### src/pwmoc_params.svh
// Register offsets, field positions and reset values for the PWM output control block.
// Included by the package and the design; holds definitions only.
`ifndef PWMOC_PARAMS_SVH
`define PWMOC_PARAMS_SVH

`define PWMOC_ADDR_W 4
`define PWMOC_OFS_STATUS 4'h0
`define PWMOC_OFS_IOCTRL_LOW 4'h4
`define PWMOC_OFS_IOCTRL_HIGH 4'h8
`define PWMOC_OFS_SNAPSHOT 4'hc

`define PWMOC_ST_RUN 0
`define PWMOC_ST_HALF 1
`define PWMOC_ST_PHASE 2
`define PWMOC_ST_LOADREQ 3
`define PWMOC_ST_PENDING 4
`define PWMOC_ST_TAKEN 5
`define PWMOC_ST_STOP 6
`define PWMOC_ST_START 7

`define PWMOC_IOL_RESET 16'h0000
`define PWMOC_IOH_RESET 16'h0000
`define PWMOC_IOH_MASK 16'h713f

`define PWMOC_LO_INVMODE 15
`define PWMOC_LO_SWAP 14
`define PWMOC_LO_OVR_H 13
`define PWMOC_LO_OVR_L 12
`define PWMOC_LO_OVERRIDE_LEVELS_MSB 11
`define PWMOC_LO_OVERRIDE_TIMING_SEL_MSB 9
`define PWMOC_LO_FLT_MSB 7
`define PWMOC_LO_LIM_MSB 5
`define PWMOC_LO_FF_MSB 3
`define PWMOC_LO_HALT_MSB 1

`define PWMOC_HI_SRC_MSB 14
`define PWMOC_HI_DTSEL 8
`define PWMOC_HI_MODE_MSB 5
`define PWMOC_HI_OWN_H 3
`define PWMOC_HI_OWN_L 2
`define PWMOC_HI_POL_H 1
`define PWMOC_HI_POL_L 0

`endif

### src/pwmoc_pkg.sv
// Types shared by the PWM output control block.
// Assumes the constants header sits beside it.
`include "pwmoc_params.svh"

package pwmoc_pkg;

  typedef enum logic [1:0] {
    PWMOC_MODE_COMPL = 2'b00,
    PWMOC_MODE_INDEP = 2'b01,
    PWMOC_MODE_PUSHPULL = 2'b10
  } pwmoc_mode_e;

  typedef enum logic [1:0] {
    PWMOC_OVERRIDE_TIMING_SEL_SOC = 2'b00,
    PWMOC_OVERRIDE_TIMING_SEL_NOW = 2'b01,
    PWMOC_OVERRIDE_TIMING_SEL_UPD = 2'b10
  } pwmoc_override_timing_sel_e;

  typedef enum logic [2:0] {
    PWMOC_SRC_SW = 3'b000,
    PWMOC_SRC_SYNC = 3'b001,
    PWMOC_SRC_FF = 3'b010,
    PWMOC_SRC_LIM = 3'b011,
    PWMOC_SRC_FLT = 3'b100
  } pwmoc_src_e;

  typedef struct packed {
    logic fault;
    logic limit;
    logic feedfwd;
    logic sync;
    logic halt;
  } pwmoc_prot_s;

  typedef struct packed {
    logic high;
    logic low;
  } pwmoc_pair_s;

endpackage

### src/pwmoc_top.sv
// PWM generator output control and status: status flags, load handshake, time-base capture and
// the pin output path, with registers on an Avalon-MM slave.
// Assumes time base, protection inputs and raw generator outputs arrive synchronous to clk.
// Overview of operation
// - Capture copies count and sets taken flag.
// - Taken flag blocks captures until software clears.
// - Pending load reports one, blocks data writes.
// - Load request sets pending; reads zero.
// - Push-pull phase flag marks second cycle.
// - Center-half flag marks second time-base half.
// - Running flag shows cycle in progress.
// - Invert mode flips outputs under current limit.
// - Swap exchanges high and low pins.
// - Override enables drive pins from override levels.
// - Override timing: cycle start, immediate, load mode.
// - Fault drives pins from fault levels.
// - Limit drives pins from limit levels.
// - Feed-forward drives pins from feed-forward levels.
// - Debug halt drives pins from halt levels.
// - Source select picks capture trigger signal.
// - Writing snapshot bit zero forces capture.
// - Dead-time compensation owner follows select bit.
// - Output mode: complementary, independent, push-pull.
// - Ownership bit hands pin to generator.
// - Polarity bit makes pin active low.
// - Load mode zero loads at cycle start.
// - Start trigger starts cycle; reads zero.
//
// Design decisions made here: the placing of the registers and the Avalon-MM interface to the registers.
`timescale 1ns/1ns
`default_nettype none
`include "pwmoc_params.svh"

module pwmoc_top (
  input wire logic clk,
  input wire logic rst,
  input wire logic [`PWMOC_ADDR_W-1:0] avs_address,
  input wire logic avs_read,
  input wire logic avs_write,
  input wire logic [31:0] avs_writedata,
  input wire logic [3:0] avs_byteenable,
  output logic [31:0] avs_readdata,
  output logic avs_waitrequest,
  input wire logic [15:0] timebase_count,
  input wire logic soc_pulse,
  input wire logic eoc_pulse,
  input wire logic center_mode,
  input wire logic center_second_half,
  input wire logic [2:0] buffer_load_mode,
  input wire pwmoc_pkg::pwmoc_prot_s prot_in,
  input wire pwmoc_pkg::pwmoc_pair_s gen_in,
  output pwmoc_pkg::pwmoc_pair_s pin_out,
  output pwmoc_pkg::pwmoc_pair_s pin_oe,
  output logic data_load,
  output logic data_write_block,
  output logic deadtime_by_feedfwd,
  output logic cycle_running
);
  import pwmoc_pkg::*;

  logic [15:0] io_low;
  logic [15:0] io_high;
  logic [15:0] snapshot;
  logic taken;
  logic pending;
  logic running;
  logic phase;
  logic half;
  logic ack;
  logic [1:0] ovr_live;
  pwmoc_prot_s prot_q;
  logic capture_hw;
  logic do_capture;
  logic bus_req;
  logic wr_lo;
  logic wr_hi;
  logic [15:0] wdata;
  logic [15:0] next_wdata_lo;
  logic [15:0] next_wdata_hi;
  logic [31:0] next_readdata;
  logic wr_stat;
  logic sw_capture;
  logic load_now;
  logic ovr_apply;
  pwmoc_mode_e mode;
  pwmoc_override_timing_sel_e override_timing_sel;
  pwmoc_src_e src;
  pwmoc_pair_s shaped;
  pwmoc_pair_s forced;
  pwmoc_pair_s next_pin;

  // Slave answers one cycle after the request so read data come from a register.
  assign bus_req = (avs_read | avs_write) & ~ack;
  assign wdata = avs_writedata[15:0];
  assign wr_lo = avs_write & ~ack & (avs_address == `PWMOC_OFS_IOCTRL_LOW);
  assign wr_hi = avs_write & ~ack & (avs_address == `PWMOC_OFS_IOCTRL_HIGH);
  assign wr_stat = avs_write & ~ack & (avs_address == `PWMOC_OFS_STATUS);
  assign sw_capture = avs_write & ~ack & (avs_address == `PWMOC_OFS_SNAPSHOT) & avs_byteenable[0] & wdata[0];

  always_comb begin
    next_wdata_lo = io_low;
    next_wdata_hi = io_high;
    if (avs_byteenable[0]) begin
      next_wdata_lo[7:0] = wdata[7:0];
      next_wdata_hi[7:0] = wdata[7:0];
    end
    if (avs_byteenable[1]) begin
      next_wdata_lo[15:8] = wdata[15:8];
      next_wdata_hi[15:8] = wdata[15:8];
    end
    next_wdata_hi = next_wdata_hi & `PWMOC_IOH_MASK;
  end

  // Waitrequest idles high and drops for the one cycle after a request has been taken.
  always_ff @(posedge clk) begin
    if (rst) begin
      ack <= 1'b0;
      avs_waitrequest <= 1'b1;
    end else begin
      ack <= bus_req;
      avs_waitrequest <= ~bus_req;
    end
  end

  always_comb begin
    next_readdata = 32'h0000_0000;
    case (avs_address)
      `PWMOC_OFS_STATUS: begin
        next_readdata[`PWMOC_ST_TAKEN] = taken;
        next_readdata[`PWMOC_ST_PENDING] = pending;
        next_readdata[`PWMOC_ST_PHASE] = phase;
        next_readdata[`PWMOC_ST_HALF] = half;
        next_readdata[`PWMOC_ST_RUN] = running;
      end
      `PWMOC_OFS_IOCTRL_LOW: next_readdata[15:0] = io_low;
      `PWMOC_OFS_IOCTRL_HIGH: next_readdata[15:0] = io_high;
      `PWMOC_OFS_SNAPSHOT: next_readdata[15:0] = snapshot;
      default: next_readdata = 32'h0000_0000;
    endcase
  end

  always_ff @(posedge clk) begin
    if (rst) begin
      avs_readdata <= 32'h0000_0000;
    end else if (avs_read & ~ack) begin
      avs_readdata <= next_readdata;
    end
  end

  always_ff @(posedge clk) begin
    if (rst) begin
      io_low <= `PWMOC_IOL_RESET;
    end else if (wr_lo) begin
      io_low <= next_wdata_lo;
    end
  end

  // Unimplemented bits are masked on the way in, so they can never read back as one.
  always_ff @(posedge clk) begin
    if (rst) begin
      io_high <= `PWMOC_IOH_RESET;
    end else if (wr_hi) begin
      io_high <= next_wdata_hi;
    end
  end

  // Reserved encodings collapse onto the zero encoding.
  always_comb begin
    case (io_high[`PWMOC_HI_MODE_MSB -: 2])
      2'b01: mode = PWMOC_MODE_INDEP;
      2'b10: mode = PWMOC_MODE_PUSHPULL;
      default: mode = PWMOC_MODE_COMPL;
    endcase
    case (io_low[`PWMOC_LO_OVERRIDE_TIMING_SEL_MSB -: 2])
      2'b01: override_timing_sel = PWMOC_OVERRIDE_TIMING_SEL_NOW;
      2'b10: override_timing_sel = PWMOC_OVERRIDE_TIMING_SEL_UPD;
      default: override_timing_sel = PWMOC_OVERRIDE_TIMING_SEL_SOC;
    endcase
    case (io_high[`PWMOC_HI_SRC_MSB -: 3])
      3'b001: src = PWMOC_SRC_SYNC;
      3'b010: src = PWMOC_SRC_FF;
      3'b011: src = PWMOC_SRC_LIM;
      3'b100: src = PWMOC_SRC_FLT;
      default: src = PWMOC_SRC_SW;
    endcase
  end

  always_ff @(posedge clk) begin
    if (rst) begin
      prot_q <= '0;
    end else begin
      prot_q <= prot_in;
    end
  end

  always_comb begin
    case (src)
      PWMOC_SRC_SYNC: capture_hw = prot_in.sync & ~prot_q.sync;
      PWMOC_SRC_FF: capture_hw = prot_in.feedfwd & ~prot_q.feedfwd;
      PWMOC_SRC_LIM: capture_hw = prot_in.limit & ~prot_q.limit;
      PWMOC_SRC_FLT: capture_hw = prot_in.fault & ~prot_q.fault;
      default: capture_hw = 1'b0;
    endcase
  end

  assign do_capture = (capture_hw | sw_capture) & ~taken;

  always_ff @(posedge clk) begin
    if (rst) begin
      snapshot <= 16'h0000;
    end else if (do_capture) begin
      snapshot <= timebase_count;
    end
  end

  // An event that meets the clearing write is dropped, as the flag was still set when it came.
  always_ff @(posedge clk) begin
    if (rst) begin
      taken <= 1'b0;
    end else if (do_capture) begin
      taken <= 1'b1;
    end else if (wr_stat & avs_byteenable[0] & ~wdata[`PWMOC_ST_TAKEN]) begin
      taken <= 1'b0;
    end
  end

  // Only the start-of-cycle load mode is carried here; others load at once.
  assign load_now = pending & ((buffer_load_mode == 3'b000) ? soc_pulse : 1'b1);

  always_ff @(posedge clk) begin
    if (rst) begin
      pending <= 1'b0;
    end else if (wr_stat & avs_byteenable[0] & wdata[`PWMOC_ST_LOADREQ]) begin
      pending <= 1'b1;
    end else if (load_now) begin
      pending <= 1'b0;
    end
  end

  always_ff @(posedge clk) begin
    if (rst) begin
      data_load <= 1'b0;
    end else begin
      data_load <= load_now;
    end
  end

  always_ff @(posedge clk) begin
    if (rst) begin
      data_write_block <= 1'b0;
    end else begin
      data_write_block <= pending;
    end
  end

  always_ff @(posedge clk) begin
    if (rst) begin
      running <= 1'b0;
    end else if (wr_stat & avs_byteenable[0] & wdata[`PWMOC_ST_START]) begin
      running <= 1'b1;
    end else if ((wr_stat & avs_byteenable[0] & wdata[`PWMOC_ST_STOP]) | eoc_pulse) begin
      running <= 1'b0;
    end
  end

  always_ff @(posedge clk) begin
    if (rst) begin
      phase <= 1'b0;
    end else if (mode != PWMOC_MODE_PUSHPULL) begin
      phase <= 1'b0;
    end else if (running & soc_pulse) begin
      phase <= ~phase;
    end
  end

  always_ff @(posedge clk) begin
    if (rst) begin
      half <= 1'b0;
    end else begin
      half <= center_mode & center_second_half;
    end
  end

  // Override settings are shadowed so the selected timing decides when they reach the pins.
  assign ovr_apply = (override_timing_sel == PWMOC_OVERRIDE_TIMING_SEL_NOW) | ((override_timing_sel == PWMOC_OVERRIDE_TIMING_SEL_SOC) & soc_pulse)
    | ((override_timing_sel == PWMOC_OVERRIDE_TIMING_SEL_UPD) & load_now);

  always_ff @(posedge clk) begin
    if (rst) begin
      ovr_live <= 2'b00;
    end else if (ovr_apply) begin
      ovr_live <= {io_low[`PWMOC_LO_OVR_H], io_low[`PWMOC_LO_OVR_L]};
    end
  end

  logic [1:0] ovr_dat;
  always_ff @(posedge clk) begin
    if (rst) begin
      ovr_dat <= 2'b00;
    end else if (ovr_apply) begin
      ovr_dat <= io_low[`PWMOC_LO_OVERRIDE_LEVELS_MSB -: 2];
    end
  end

  always_comb begin
    case (mode)
      PWMOC_MODE_INDEP: shaped = gen_in;
      PWMOC_MODE_PUSHPULL: shaped = phase ? '{high: 1'b0, low: gen_in.high} : '{high: gen_in.high, low: 1'b0};
      default: shaped = '{high: gen_in.high, low: ~gen_in.high};
    endcase
  end

  always_comb begin
    forced = shaped;
    if (ovr_live[1]) begin
      forced.high = ovr_dat[1];
    end
    if (ovr_live[0]) begin
      forced.low = ovr_dat[0];
    end
    if (prot_in.halt) begin
      forced = io_low[`PWMOC_LO_HALT_MSB -: 2];
    end
    if (prot_in.feedfwd) begin
      forced = io_low[`PWMOC_LO_FF_MSB -: 2];
    end
    if (prot_in.limit) begin
      if (io_low[`PWMOC_LO_INVMODE]) begin
        forced = ~forced;
      end else begin
        forced = io_low[`PWMOC_LO_LIM_MSB -: 2];
      end
    end
    if (prot_in.fault) begin
      forced = io_low[`PWMOC_LO_FLT_MSB -: 2];
    end
    // Polarity then swap are applied last so forced levels are logical, not electrical.
    next_pin.high = forced.high ^ io_high[`PWMOC_HI_POL_H];
    next_pin.low = forced.low ^ io_high[`PWMOC_HI_POL_L];
    if (io_low[`PWMOC_LO_SWAP]) begin
      next_pin = '{high: next_pin.low, low: next_pin.high};
    end
  end

  always_ff @(posedge clk) begin
    if (rst) begin
      pin_out <= '0;
    end else begin
      pin_out <= next_pin;
    end
  end

  // Ownership shares the pin register delay, so a pin is never handed over mid-level.
  always_ff @(posedge clk) begin
    if (rst) begin
      pin_oe <= '0;
    end else begin
      pin_oe <= '{high: io_high[`PWMOC_HI_OWN_H], low: io_high[`PWMOC_HI_OWN_L]};
    end
  end

  always_ff @(posedge clk) begin
    if (rst) begin
      deadtime_by_feedfwd <= 1'b0;
    end else begin
      deadtime_by_feedfwd <= io_high[`PWMOC_HI_DTSEL];
    end
  end

  always_ff @(posedge clk) begin
    if (rst) begin
      cycle_running <= 1'b0;
    end else begin
      cycle_running <= running;
    end
  end

endmodule
`default_nettype wire

### config.mk
export PLATFORM = sky130hd
export DESIGN_NAME = pwmoc_top
export DESIGN_NICKNAME = d
export VERILOG_FILES = /design/src/pwmoc_pkg.sv /design/src/pwmoc_top.sv
export VERILOG_INCLUDE_DIRS = /design/src /design/src/src
export SDC_FILE = /design/constraint.sdc
export NUM_CORES = 1
export LEC_CHECK = 0
export BUFFER_PORTS_ARGS = -buffer_cell sky130_fd_sc_hd__buf_2
export CORE_MARGIN = 2
export CORE_UTILIZATION = 40
export CTS_BUF_LIST = sky130_fd_sc_hd__clkbuf_16
export DETAILED_ROUTE_END_ITERATION = 12
export HOLD_SLACK_MARGIN = 0.02
export PLACE_DENSITY_LB_ADDON = 0.1
export SYNTH_ARGS = -nofsm -noshare
export SYNTH_HDL_FRONTEND = slang
export SYNTH_SLANG_ARGS = --single-unit
export TNS_END_PERCENT = 100
### constraint.sdc
create_clock -name clk -period 2.1 [get_ports clk]
set_input_delay 0.315 -clock clk [delete_from_list [all_inputs] [get_ports clk]]
set_output_delay 0.315 -clock clk [all_outputs]
set_load 0.02 [all_outputs]
==> qor.csv <==
stage,metric,value,unit
sta,final.setup.tns,0,ps
grt,grt_pass1_vias,2921,
clock_tree,cts_buffers,9,
placed_design,place.port_buffers,80,
critical_path,path_class,flop to flop,
clock_tree,clk_pin_slew,60,ps
floorplanning,start_util,0.411,
worst_hold_path,min_path_type,primary input to flop,
sta,fin_skew,5.37,ps
critical_path,crit_arrival,2220,ps
routing,firstDrtPassIters,5,
yosys,syn_area,0.00357,mm2
critical_path,cp.required,2310,ps
cells_and_area,n_antenna_cell,0,
power,powerDensity,754,mW/mm2
floorplanning,die_w,98.5,um
yosys,synth_top_family_by_area,simple AND/OR/NAND/NOR gates,
floorplanning,core_area,0.00868,mm2
routing,dr_total_vias,2996,
floorplanning,rows,34,
sta,hold_viol_final,0,
floorplanning,die_area,0.00970,mm2
yosys,synthSimpleGateAreaFrac,0.187,
clock_tree,clock-root-buffer,clkbuf_16,
routing,drt-total-wl,8970,um
floorplanning,num_io_pins,115,
yosys,synthArstFlopShare,0,
yosys,avgSynthCellArea,9.09,um2
yosys,synthMuxAreaShare,0.149,
routing,drtAntennaViolNets,0,
sta,setup_viol,0,
run,max_cap_viol_count,0,
routing,drtIter0Drc,171,
grt,grt_max_degree,51,
yosys,synth-adder-area-share,0.0140,
routing,wl_per_cell,15.2,um
grt,antenna_found_initial,0,
clock_tree,cts.htree.levels,3,
grt,track_usage,0.188,
cells_and_area,fin_util,0.511,
sta,fin_ws,88.3,ps
sta,fin_crit_sh,0.958,
sta,fmax,497,MHz
yosys,synth_compound_area_frac,0.121,
sta,slew_violations,0,
outcome,status,completed,
cells_and_area,layout-drive-gt1-share,0.256,
yosys,yosysWarnings,0,
cells_and_area,final_nets,558,
yosys,netlist_instances,393,
placed_design,dp_slack,-24.3,ps
critical_path,worst-path-max-fanout,2,
placed_design,dp_hpwl,6700,um
floorplanning,die_h,98.5,um
placed_design,place_congestion,0.852,
critical_path,critical_path.startpoint_type,flop,
critical_path,endpoint_kind,flop,
grt,gr-total-overflow,0,
grt,grt_pass1_wl,14400,um
routing,viasPerCell,5.06,
cells_and_area,syn_to_final_growth,24.2,%
routing,drc,0,
power,p_leak,0.00196,uW
yosys,synth_flop_cell,dfxtp_1,
clock_tree,cts_tree,built,
sta,period_needed,2010,ps
yosys,synth-xor-area-share,0.00245,
yosys,synth_seq_cells,81,
clock_tree,worst_skew_pair.late_latency,330,ps
yosys,synth_edf_count,0,
power,ir_drop,0.000389,V
clock_tree,clk_path_buf_depth,2,
yosys,synthDistinctLibCells,42,
yosys,yosysSeqAreaShare,0.454,
clock_tree,cts.sinks,81,
## metal layers
metal | share of wire | GRT usage | vias to the layer above | routed length, um
li1 | - | - | 1508 | -
met1 | 0.49 | 0.252 | 1395 | 4400
met2 | 0.44 | 0.298 | 85 | 3990
met3 | 0.054 | 0.0454 | 8 | 485
met4 | 0.010 | 0.0674 | 0 | 93
met5 | 0 | 0 | - | 0
## final cells by class
| type | instances | area [um2] |
|---|---|---|
| clock buffer | 9 | 225 |
| sequential | 81 | 1620 |
| fill | 848 | 4240 |
| inverter | 10 | 37.5 |
| timing repair buffer | 101 | 583 |
| tap | 108 | 135 |
| multi-input combinational | 277 | 1770 |
| clock inverter | 6 | 60.1 |
## through the flow
| step | instances | cell area (um2) | hold slack, ps | total power, uW |
|---|---|---|---|---|
| after floorplan | 408 | 3630 | 394 | 1770 |
| after global placement | 575 | 4110 | 467 | 1860 |
| after detailed placement | 575 | 4110 | 470 | 1870 |
| after CTS | 591 | 4410 | 192 | 3380 |
| after global routing | 592 | 4440 | 210 | 3470 |
| final | 592 | 4440 | 198 | 3350 |
## worst paths after layout
| kind | start | to | slack [ps] | cells after the start |
|---|---|---|---|---|
| max | io_high[4] | pin_out[1] | 90 | 9 |
| min | center_second_half | half | 200 | 3 |
| max reg2reg | io_high[4] | pin_out[1] | 90 | 9 |
| min reg2reg | avs_readdata[15] | avs_readdata[15] | 480 | 2 |
## cells by family after synthesis
| family | count (synthesis) |
|---|---|
| xor+xnor | 1 |
| mux | 53 |
| other cells | 1 |
| simple gates | 142 |
| compound gates | 61 |
| fa+ha+maj | 4 |
| buf+inv | 50 |
| flops | 81 |
## layout by cell type, fill, tap and decap left out, types with 2 or more instances in the layout
cell type / n
or3_1: 2
a22oi_1: 7
nand2b_1: 4
nor2b_1: 13
dfxtp_2: 2
conb_1: 16
or4_1: 3
buf_4: 19
nand2_1: 8
o21ai_0: 7
dfxtp_1: 79
inv_1: 9
nor3b_1: 5
a21oi_1: 18
nand3b_1: 2
nor2_1: 90
a211oi_1: 6
clkbuf_16: 9
mux2i_1: 53
clkinv_2: 2
buf_2: 80
a221oi_1: 5
nor3_1: 3
ha_1: 2
buf_12: 2
and3_1: 5
nand3_1: 2
o211a_1: 2
a222oi_1: 5
## worst max-delay path: stages (launching register included)
cell and delay, ps:
dfxtp_2 330, inv_2 50, ha_4 230, buf_4 130, a21oi_2 110, a211oi_2 90, or4_1 510, o211a_1 190
mux2i_1 160, nand3b_1 90
## power breakdown
group / switching, uW / total (uW) / leakage [uW] / internal (uW)
Sequential: 11.7 / 1570 / 0.000657 / 1560
Combinational: 160 / 263 / 0.00116 / 103
Clock: 606 / 1510 / 0.000139 / 907
## synth_stat cells, types with 2 or more instances
cell | count | area (um2)
a211oi_1 | 7 | 52.6
a21oi_1 | 19 | 95.1
a221oi_1 | 5 | 43.8
a222oi_1 | 5 | 50.1
a22oi_1 | 7 | 52.6
and3_1 | 5 | 31.3
buf_1 | 4 | 15.0
buf_2 | 5 | 25.0
buf_4 | 17 | 128
clkbuf_1 | 14 | 52.6
dfxtp_1 | 81 | 1620
ha_1 | 4 | 50.1
inv_1 | 10 | 37.5
mux2i_1 | 53 | 531
nand2_1 | 8 | 30.0
nand2b_1 | 4 | 25.0
nand3_1 | 2 | 10.0
nand3b_1 | 2 | 15.0
nor2_1 | 90 | 338
nor2b_1 | 13 | 81.3
nor3_1 | 3 | 15.0
nor3b_1 | 5 | 37.5
o211a_1 | 2 | 20.0
o21ai_0 | 7 | 35.0
or3_1 | 2 | 12.5
or4_1 | 3 | 22.5
## sequential cells by signal, indices dropped and copies added, names as in the netlist
register / flops
avs_readdata: 16
io_low: 16
snapshot: 16
io_high: 10
prot_q: 4
ovr_dat: 2
ovr_live: 2
pin_oe: 2
pin_out: 2
ack: 1
avs_waitrequest: 1
cycle_running: 1
data_load: 1
data_write_block: 1
deadtime_by_feedfwd: 1
half: 1
pending: 1
phase: 1
running: 1
taken: 1
## timing repair
action,4_1_cts,5_1_grt
setup endpoints to repair,2,2
pin swaps,2,7
gates resized for setup,3,4
buffers inserted,1,1
hold buffers,0,0
No activity file was read; power rests on OpenSTA's default activity.
